## src/alc_defs.svh

```systemverilog
/*
  Offsets, field positions and reset values of the logic cell cluster.
  Assumes a 12-bit APB byte address and 32-bit data.
*/
`ifndef ALC_DEFS_SVH
`define ALC_DEFS_SVH

// Cell n sits at n*0x10; word index inside the cell slot
`define ALC_CELL_SPAN 12'h080
`define ALC_WD_MASK_LO 2'h0
`define ALC_WD_MASK_HI 2'h1
`define ALC_WD_CELL_CTL 2'h2
`define ALC_OFF_CLU_CTL 12'h080
`define ALC_OFF_STATUS 12'h084

// Cell control word fields
`define ALC_CTL_MODE 0
`define ALC_CTL_PACK_U 3
`define ALC_CTL_CARRY_ONLY 5
`define ALC_CTL_LOCAL_ENA 6
`define ALC_CTL_FLOP_EN_U 7
`define ALC_CTL_FLOP_EN_L 8

// Cluster control word fields
`define ALC_CLU_START0 0
`define ALC_CLU_START4 1
`define ALC_CLU_SPLIT 2
`define ALC_CLU_BYPASS 3
`define ALC_CLU_SLOAD_CARRY 4
`define ALC_CLU_SEED 5

// Reset values
`define ALC_RST_MASK 64'h0
`define ALC_RST_CELL_CTL 9'h180
`define ALC_RST_CLU_CTL 6'h01

`endif

```

## src/alc_pkg.sv

```systemverilog
/*
  Types of the logic cell cluster: modes, input groups, chain links, state.
  Assumes the constants of alc_defs.svh.
*/
package alc_pkg;

  typedef enum logic [2:0] {
    ALC_NORMAL = 3'b000,
    ALC_SIX = 3'b001,
    ALC_EXT = 3'b010,
    ALC_ARITH = 3'b011,
    ALC_SHARED = 3'b100
  } alc_mode_t;

  // Eight data inputs of one cell from the local interconnect
  typedef struct packed {
    logic shared1;
    logic shared2;
    logic shared3;
    logic shared4;
    logic upper_select_e;
    logic upper_select_f;
    logic lower_select_e;
    logic lower_select_f;
  } alc_data_t;

  // Cluster-wide flop controls
  typedef struct packed {
    logic sync_clear;
    logic sync_load;
    logic async_clear;
    logic async_load;
    logic clock_ena;
  } alc_ctl_t;

  // Carry and shared arithmetic links between clusters
  typedef struct packed {
    logic carry_top;
    logic carry_bot;
    logic share_top;
    logic share_bot;
  } alc_chain_t;

  typedef struct packed {
    logic [7:0][63:0] mask;
    logic [7:0][8:0] cell_ctl;
    logic [5:0] clu_ctl;
    logic [7:0][1:0] flops;
    logic [31:0] prdata;
    logic pslverr;
  } alc_state_t;

endpackage : alc_pkg

```

## src/alc_cluster.sv

```systemverilog
/*
  One cluster of eight logic cells: LUT halves, full adders, two flops
  per cell, carry and shared arithmetic chains, APB configuration.
  Assumes cell data and cluster controls come from logic on pclk.
*/
// The register offsets and the APB slave port are this design's own decisions.
`timescale 1ns/100ps
`include "alc_defs.svh"

module alc_cluster #(
  parameter bit TOP_BYPASS = 1'b1
) (
  input wire logic pclk,
  input wire logic presetn,
  input wire logic psel,
  input wire logic penable,
  input wire logic pwrite,
  input wire logic [11:0] paddr,
  input wire logic [31:0] pwdata,
  input wire logic [3:0] pstrb,
  output logic [31:0] prdata,
  output logic pready,
  output logic pslverr,
  input wire alc_pkg::alc_data_t [7:0] cell_data,
  input wire alc_pkg::alc_ctl_t cluster_ctl,
  input wire alc_pkg::alc_chain_t chain_in,
  output alc_pkg::alc_chain_t chain_out,
  output logic [7:0][1:0] comb_out,
  output logic [7:0][1:0] reg_out
);
  import alc_pkg::*;

  localparam alc_state_t ST_RST = '{
    mask: {8{`ALC_RST_MASK}},
    cell_ctl: {8{`ALC_RST_CELL_CTL}},
    clu_ctl: `ALC_RST_CLU_CTL,
    flops: 16'h0000,
    prdata: 32'h0000_0000,
    pslverr: 1'b0
  };

  alc_state_t st_ff;
  alc_state_t nxt_st;
  logic [7:0][1:0] res;
  logic [7:0][1:0] cin;
  logic [7:0][1:0] cout;
  logic [7:0][1:0] pk_in;
  logic [7:0][1:0] ld_in;
  logic [7:0][1:0] fen;
  logic [7:0] cfg_err;
  logic [5:0] clu;
  logic sload;

  assign clu = st_ff.clu_ctl;

  // Per-cell LUT halves, adders and chain links
  genvar i;
  for (i = 0; i < 8; i++) begin : g_cell
    alc_data_t dv;
    logic [63:0] m;
    logic [8:0] ctl;
    alc_mode_t md;
    logic sh;
    logic [3:0] ua, ub, la, lb, ls;
    logic u5, l5, su, sl, xu, q0, q1, q2, q3;
    logic y0, s0, c0, y1, s1, c1;

    assign dv = cell_data[i];
    assign m = st_ff.mask[i];
    assign ctl = st_ff.cell_ctl[i];
    assign md = alc_mode_t'(ctl[`ALC_CTL_MODE +: 3]);
    assign sh = (md == ALC_SHARED);

    // Normal: 5-input halves, shared1/2 common to both
    assign u5 = m[{1'b0, dv.upper_select_f, dv.upper_select_e, dv.shared3, dv.shared2, dv.shared1}];
    assign l5 = m[{1'b1, dv.lower_select_f, dv.lower_select_e, dv.shared4, dv.shared2, dv.shared1}];
    // Six-input: one 64-bit function, private select pairs
    assign su = m[{dv.upper_select_f, dv.upper_select_e, dv.shared4, dv.shared3, dv.shared2, dv.shared1}];
    assign sl = m[{dv.lower_select_f, dv.lower_select_e, dv.shared4, dv.shared3, dv.shared2, dv.shared1}];
    // Extended: upper f picks between two 5-input halves
    assign xu = dv.upper_select_f ?
      m[{1'b1, dv.lower_select_e, dv.shared4, dv.shared3, dv.shared2, dv.shared1}] :
      m[{1'b0, dv.upper_select_e, dv.shared4, dv.shared3, dv.shared2, dv.shared1}];

    // Four 4-input LUTs, all on shared1/2
    assign ua = {dv.upper_select_e, dv.shared3, dv.shared2, dv.shared1};
    assign ub = {dv.upper_select_f, dv.shared4, dv.shared2, dv.shared1};
    assign la = {dv.lower_select_e, dv.shared3, dv.shared2, dv.shared1};
    assign lb = {dv.lower_select_f, dv.shared4, dv.shared2, dv.shared1};
    // Shared mode keeps f inputs out of the LUTs
    assign ls = {dv.lower_select_e, dv.shared4, dv.shared2, dv.shared1};
    assign q0 = m[{2'b00, ua}];
    assign q1 = m[{2'b01, sh ? ua : ub}];
    assign q2 = m[{2'b10, sh ? ls : la}];
    assign q3 = m[{2'b11, sh ? ls : lb}];

    // First adder takes incoming carry, second takes first's carry
    // Shared: upper carry LUT feeds second adder, lower goes on chain
    assign y0 = sh ? cin[i][1] : q1;
    assign s0 = q0 ^ y0 ^ cin[i][0];
    assign c0 = (q0 & y0) | (q0 & cin[i][0]) | (y0 & cin[i][0]);
    assign y1 = sh ? q1 : q3;
    assign s1 = q2 ^ y1 ^ c0;
    assign c1 = (q2 & y1) | (q2 & c0) | (y1 & c0);
    assign cout[i] = {sh & q3, c1};

    // Chain entry: starts only at cell 0 or 4
    if (i == 0) begin : g_c0
      assign cin[i] = clu[`ALC_CLU_START0] ? {1'b0, clu[`ALC_CLU_SEED]} :
        {chain_in.share_top, chain_in.carry_top};
    end else if (i == 4) begin : g_c4
      assign cin[i] = clu[`ALC_CLU_START4] ? {1'b0, clu[`ALC_CLU_SEED]} :
        clu[`ALC_CLU_SPLIT] ? {chain_in.share_bot, chain_in.carry_bot} : cout[3];
    end else begin : g_cn
      assign cin[i] = cout[i - 1];
    end

    // Result per mode
    always_comb begin
      case (md)
        ALC_NORMAL: res[i] = {l5, u5};
        ALC_SIX: res[i] = {sl, su};
        ALC_EXT: res[i] = {1'b0, xu};
        ALC_ARITH: res[i] = ctl[`ALC_CTL_CARRY_ONLY] ? {q2, q0} : {s1, s0};
        ALC_SHARED: res[i] = {s1, s0};
        default: res[i] = 2'b00;
      endcase
    end

    // Packing sources; extended mode packs the eighth input upstairs
    assign pk_in[i] = {dv.lower_select_f,
      (md == ALC_EXT) ? dv.lower_select_f : dv.upper_select_f};
    assign ld_in[i] = {dv.lower_select_e, dv.upper_select_e};
    // Flop enables: lower flop off in extended mode, local enable on shared3 in arithmetic mode only
    assign fen[i] = ctl[`ALC_CTL_FLOP_EN_U +: 2] & {md != ALC_EXT, 1'b1} &
      {2{~(ctl[`ALC_CTL_LOCAL_ENA] & (md == ALC_ARITH)) | dv.shared3}};
    assign cfg_err[i] = ((md == ALC_EXT) & ctl[`ALC_CTL_FLOP_EN_L]) |
      (ctl[`ALC_CTL_MODE +: 3] > 3'b100);
  end

  // Chain exits: full, half or bypassed per column kind
  always_comb begin
    chain_out.carry_top = clu[`ALC_CLU_SPLIT] ? cout[3][0] : cout[7][0];
    chain_out.share_top = clu[`ALC_CLU_SPLIT] ? cout[3][1] : cout[7][1];
    chain_out.carry_bot = cout[7][0];
    chain_out.share_bot = cout[7][1];
    if (clu[`ALC_CLU_BYPASS] && TOP_BYPASS) begin
      chain_out.carry_top = chain_in.carry_top;
      chain_out.share_top = chain_in.share_top;
    end
    if (clu[`ALC_CLU_BYPASS] && !TOP_BYPASS) begin
      chain_out.carry_bot = chain_in.carry_bot;
      chain_out.share_bot = chain_in.share_bot;
    end
  end

  // Chain carry may act as cluster sync load
  assign sload = cluster_ctl.sync_load | (clu[`ALC_CLU_SLOAD_CARRY] & cout[7][0]);

  function automatic logic [31:0] strb_merge(input logic [31:0] old,
                                             input logic [31:0] wd,
                                             input logic [3:0] s);
    logic [31:0] r;
    r = old;
    for (int b = 0; b < 4; b++) begin
      if (s[b]) begin
        r[8 * b +: 8] = wd[8 * b +: 8];
      end
    end
    return r;
  endfunction : strb_merge

  // Next state: APB slave and the cell flops
  always_comb begin
    logic [2:0] ci;
    logic [1:0] wd;
    logic cell_hit, clu_hit, sts_hit;
    logic [31:0] cur, rd, nw, nc;
    logic d;
    nxt_st = st_ff;
    d = 1'b0;
    ci = paddr[6:4];
    wd = paddr[3:2];
    cell_hit = (paddr < `ALC_CELL_SPAN) && (paddr[1:0] == 2'h0) && (wd != 2'h3);
    clu_hit = (paddr == `ALC_OFF_CLU_CTL);
    sts_hit = (paddr == `ALC_OFF_STATUS);
    case (wd)
      `ALC_WD_MASK_LO: cur = st_ff.mask[ci][31:0];
      `ALC_WD_MASK_HI: cur = st_ff.mask[ci][63:32];
      default: cur = {23'h0, st_ff.cell_ctl[ci]};
    endcase
    rd = cell_hit ? cur : clu_hit ? {26'h0, clu} :
      sts_hit ? {6'h0, cfg_err, chain_out.carry_bot, chain_out.carry_top, st_ff.flops} : 32'h0;
    nw = strb_merge(cur, pwdata, pstrb);
    // Cluster control merged apart from the cell words
    nc = strb_merge({26'h0, clu}, pwdata, pstrb);
    // Setup phase latches read data and the error answer
    if (psel && !penable) begin
      nxt_st.prdata = pwrite ? 32'h0 : rd;
      nxt_st.pslverr = !(cell_hit || clu_hit || sts_hit) || (pwrite && sts_hit);
    end
    // Access phase commits the write
    if (psel && penable && pwrite && !st_ff.pslverr) begin
      if (cell_hit) begin
        case (wd)
          `ALC_WD_MASK_LO: nxt_st.mask[ci][31:0] = nw;
          `ALC_WD_MASK_HI: nxt_st.mask[ci][63:32] = nw;
          default: nxt_st.cell_ctl[ci] = nw[8:0];
        endcase
      end
      if (clu_hit) begin
        nxt_st.clu_ctl = nc[5:0];
      end
    end
    // Cell flops: clear over load, then enable, sync clear, sync load
    for (int k = 0; k < 8; k++) begin
      for (int h = 0; h < 2; h++) begin
        d = st_ff.cell_ctl[k][`ALC_CTL_PACK_U + h] ? pk_in[k][h] : res[k][h];
        if (cluster_ctl.async_clear) begin
          nxt_st.flops[k][h] = 1'b0;
        end else if (cluster_ctl.async_load) begin
          nxt_st.flops[k][h] = ld_in[k][h];
        end else if (cluster_ctl.clock_ena && fen[k][h]) begin
          if (cluster_ctl.sync_clear) begin
            nxt_st.flops[k][h] = 1'b0;
          end else if (sload) begin
            nxt_st.flops[k][h] = ld_in[k][h];
          end else begin
            nxt_st.flops[k][h] = d;
          end
        end
      end
    end
  end

  always_ff @(posedge pclk or negedge presetn) begin
    if (!presetn) begin
      st_ff <= ST_RST;
    end else begin
      st_ff <= nxt_st;
    end
  end

  assign prdata = st_ff.prdata;
  assign pslverr = st_ff.pslverr;
  assign pready = 1'b1;
  assign comb_out = res;
  assign reg_out = st_ff.flops;

  logic quiet0;
  assign quiet0 = !cluster_ctl.async_clear && !cluster_ctl.async_load;
endmodule : alc_cluster

```

## config.mk

```make
export PLATFORM = sky130hd
export DESIGN_NAME = alc_cluster
export DESIGN_NICKNAME = d
export VERILOG_FILES = /design/src/alc_pkg.sv /design/src/alc_cluster.sv
export VERILOG_INCLUDE_DIRS = /design/src /design/src/src
export SDC_FILE = /design/constraint.sdc
export NUM_CORES = 2
export LEC_CHECK = 0
export BUFFER_PORTS_ARGS = -buffer_cell sky130_fd_sc_hd__buf_4
export CAP_MARGIN = 10
export CORE_UTILIZATION = 60
export DETAILED_ROUTE_END_ITERATION = 7
export GPL_TIMING_DRIVEN = 0
export PLACE_DENSITY = 0.76
export SYNTH_ARGS = -nofsm -noshare
export SYNTH_HDL_FRONTEND = slang
export SYNTH_SLANG_ARGS = --single-unit
```

## constraint.sdc

```tcl
create_clock -name pclk -period 27.7 [get_ports pclk]
set_input_delay 5.54 -clock pclk [delete_from_list [all_inputs] [get_ports pclk]]
set_output_delay 5.54 -clock pclk [all_outputs]
set_load 0.01 [all_outputs]
```

# --- Word level (Yosys, flattened, before mapping) ---
# Cells that the tools add are included.
# Widths: inputs -> output; s select.
word_totals:
  output_inout_bits: 70
  wordCells: 768
  register_bits: 639
op_classes:
  n_reduce_logical: 61
  eq_ne: 44
  mux: 358
  magnitude_cmp: 91
  bitwise_logic: 179
ops:
  columns: ["cell", "count"]
  rows:
  - ["$bwmux 512", 2]
  - ["$pmux 512 s2", 1]
  - ["$demux 64 s3", 2]
  - ["$lt 6x7->1 const B", 48]
  - ["$mux 1", 212]
  - ["$bmux 64 s3", 1]
  - ["$lt 5x7->1 const B", 24]
  - ["$bmux 1 s5", 32]
  - ["$bmux 1 s4", 32]
  - ["$mux 64", 2]
  - ["$bmux 1 s6", 16]
  - ["$mux 32", 3]
  - ["$pmux 2 s5", 8]
  - ["$and 1x1->1", 73]
  - ["$bwmux 72", 1]
  - ["$mux 4", 16]
  - ["$pmux 32 s2", 1]
  - ["$lt 4x7->1 const B", 8]
  - ["$mux 26", 2]
  - ["$or 1x1->1", 49]
  - ["$eq 3x2->1 const B", 16]
  - ["$reduce_bool 3->1", 16]
  - ["$and 2x2->2", 16]
  - ["$mux 8", 4]
  - ["other kinds (25)", 148]

# --- Logic depth before layout (Yosys ltp) ---
depth:
  depth_word: 63
  ltp_mapped: 37
  mapped_depth_nobuf: 34

# --- Worst setup path after synthesis ---
# OpenSTA, ideal clock, no wires.
synth_path:
  path_kind: "input -> output"
  start: "input cell_data[6] (netlist bit)"
  end: "output comb_out[15] (netlist bit)"
  setup_slack_ns: 8.069
  cell_stages: 32
  arrival_time_ns: 14.091
  path_cell_list: "clkbuf_1 -> buf_1 -> mux4_2 -> mux4_2 -> nand2_1 -> o21ai_0 -> fa_1 -> inv_1 -> fa_1 -> fa_1 -> inv_1 -> fa_1 -> fa_1 -> fa_1 -> fa_1 -> fa_1 -> mux2i_1 -> o21ai_0 -> fa_1 -> fa_1 -> inv_1 -> fa_1 -> inv_1 -> fa_1 -> inv_1 -> fa_1 -> fa_1 -> fa_1 -> fa_1 -> nor2_1 -> a211oi_1 -> o41ai_1"
synth_lines:
  columns: ["item", "line", "source"]
  rows:
  - ["start: declaration", "alc_cluster.sv:24", "input wire alc_pkg::alc_data_t [7:0] cell_data,"]
  - ["end: declaration", "alc_cluster.sv:28", "output logic [7:0][1:0] comb_out,"]

==> flow_metrics.tcl <==
set metrics [dict create \
    setup_ws_ps 5050 \
    cts_resized 0 \
    worstReg2RegStart "g_cell[0].ctl[2]$_DFFE_PN0P_" \
    total_power_mw 2.21 \
    cpPeakStageDelay_ps 890 \
    start_util 0.606 \
    worstMarginPinSlew_ps 1570 \
    grt_usage 0.670 \
    async_flop_share 1.00 \
    path_delay_family "adder cells" \
    netlist_instances 3879 \
    fin_skew_ps 41.6 \
    yosysWarningCount 0 \
    place_ws_ps 5730 \
    ys.flop_type "dfrtp_1" \
    clk_latency_ps 700 \
    core_area_um2 64200 \
    p_leak_nw 18.9 \
    drt_iter0_drc 9154 \
    ir_worst_vdd_uv 56.8 \
    postRouteAntennaNets 0 \
    grt_pass1_vias 38788 \
    cp-end-kind "primary output" \
    dp_hpwl_um 166000 \
    num_rows 93 \
    dieArea_um2 65900 \
    cts.path.max_buffers 3 \
    drive_above_1_share 0.190 \
    io_pins 196 \
    worstHoldStart "prdata[0]$_DFFE_PN0P_" \
    worstPathRequired_ps 22160 \
    cts_buffers 70 \
    cts_setup_buffers 0 \
    crit_buf_inv 9 \
    grt_pass1_wl_um 301000 \
    report.final.setup_viol 0 \
    fmax_mhz 44.1 \
    synth_top_area_share 0.400 \
    hp-class "reg2reg" \
    cp-startpoint "cell_data[6]" \
    wl_um 221000 \
    ys_types 83 \
    die_w_um 257 \
    crit_top_cell "fa_1" \
    rsz0062_at_grt "no" \
    via_count 41729 \
    outcome "complete, but fails checks" \
    htreeDepth 3 \
    area_delta_synth_final_pct 12.9 \
    synth_edf_count 0 \
    die_y_um 257 \
    yosys_register_bits 639 \
    worstPathArrival_ps 17110 \
    viasPerCell 8.26 \
    powerDensity_nw_per_um2 50.3 \
    ys_top_cells_by_area "dfrtp_1 (40%), mux4_2 (15%), a21oi_1 (7.6%)" \
    clkTransAtPathRegs_ps 60 \
    slowest_stage "buf_1" \
    hold_buffers 0 \
    path_class "in2out" \
    finalCritPeriodShare 0.818 \
    port_buffers 157 \
    setup_tns_ps 0 \
    relSlewSlack -0.0542 \
    cts_tree "built" \
    synth_top_area_cell "dfrtp_1" \
    gp_congestion 1.18 \
    overflow 0 \
    grt_max_degree 126 \
    avgSynthCellArea_um2 10.0 \
    synth.most_common_cell "dfrtp_1" \
    fin_crit_ps 22650 \
    hold_viol 0 \
    nFillCells 4839 \
    cp-start-kind "input port" \
    antenna_found_initial 16 \
    cap_viol_max_count 3 \
    synth_seq_area_share 0.411 \
    wire_per_inst_um 43.7 \
    finalNetCount 4272 \
    worstPathMaxFanout 10 \
    syn_area_um2 38900 \
    cts.root.buffer_cell "clkbuf_16" \
    first_pass_iters 8 \
    route.detailed.drc 19 \
    synth_nets 4021 \
    violations "design-rule violations, max-capacitance violations, max-slew violations" \
    ys_top_cells_by_count "dfrtp_1 (622), nor2_1 (599), a21oi_1 (594)" \
    clkSinkCount 639 \
    drv_slew 14 \
]
[layer usage]
| metal | GRT usage | vias to the layer above | wire (um) |
|---|---|---|---|
| li1 | - | 14989 | - |
| met1 | 0.740 | 19932 | 66600 |
| met2 | 0.842 | 5065 | 81100 |
| met3 | 0.443 | 1707 | 42600 |
| met4 | 0.616 | 36 | 29100 |
| met5 | 0.166 | - | 1630 |
[worst paths after layout]
path	end	slack (ps)	depth (start not counted)
worst min-delay path	prdata[0]$_DFFE_PN0P_	500	2
max in group asynchronous	g_cell[3].m[30]$_DFFE_PN0P_	20630	5
worst max register to register	reg_out[0]$_DFFE_PN0P_	15820	34
min in group asynchronous	g_cell[2].m[38]$_DFFE_PN0P_	4730	1
worst max-delay path	comb_out[15]	5050	34
worst min register to register	prdata[0]$_DFFE_PN0P_	500	2
[cells by family after synthesis]
group,synth area share
compound gates,0.187
simple gates,0.118
flops,0.411
mux,0.232
buf+inv,0.0436
fa+ha+maj,0.00823
other cells,0.0000963
[cells in the final DEF (no fill, tap or decap), types with 25 or more instances in the layout]
master / n
o211ai_1: 28
o21ai_0: 140
a221oi_1: 27
buf_4: 165
mux2i_1: 145
buf_2: 51
nor2_1: 598
inv_1: 58
clkbuf_16: 71
dfrtp_1: 622
mux4_2: 263
a21oi_1: 594
o22ai_1: 37
nand2_1: 221
clkbuf_1: 305
nand3_1: 47
a22oi_1: 115
mux2_2: 136
a22o_1: 25
[sequential cells by signal, indices dropped and copies added, names as in the netlist]
| signal | cells |
|---|---|
| pslverr | 1 |
| reg_out | 16 |
| g_cell.ctl | 72 |
| prdata | 32 |
| g_cell.m | 512 |
| clu | 6 |
[power breakdown]
part	switching (mW)	internal (mW)	total (mW)
sequential	0.00426	0.936	0.940
combinational	0.199	0.0632	0.263
clock	0.441	0.568	1.01
total	0.645	1.57	2.21
[worst min-delay path: cells and delay by family (launching register included)]
family / cells / cell delay (ps)
AOI/OAI and AO/OA: 1 / 60
DFF: 1 / 350
and+or+nand+nor: 1 / 50
[layout make-up]
cell class,count,area [um^2],share of cell area
Multi-Input combinational cell,2812,21200,0.484
Sequential cell,639,16000,0.364
Clock buffer,102,2050,0.0467
Timing Repair Buffer,179,1500,0.0341
Buffer,366,1460,0.0333
Tap cell,855,1070,0.0243
Clock inverter,26,337,0.00766
Inverter,62,233,0.00530
Antenna cell,12,30.0,0.000683
[metrics by stage]
step	area [um^2]	util	instances	hold slack [ps]
detailed placement	41400	0.645	4903	477
global route	43900	0.684	5043	511
floorplan	38900	-	3879	450
finish	43900	0.684	5053	500
global placement	41200	0.641	4891	463
CTS	43800	0.682	5031	493
(Power assumes the default switching activity.)
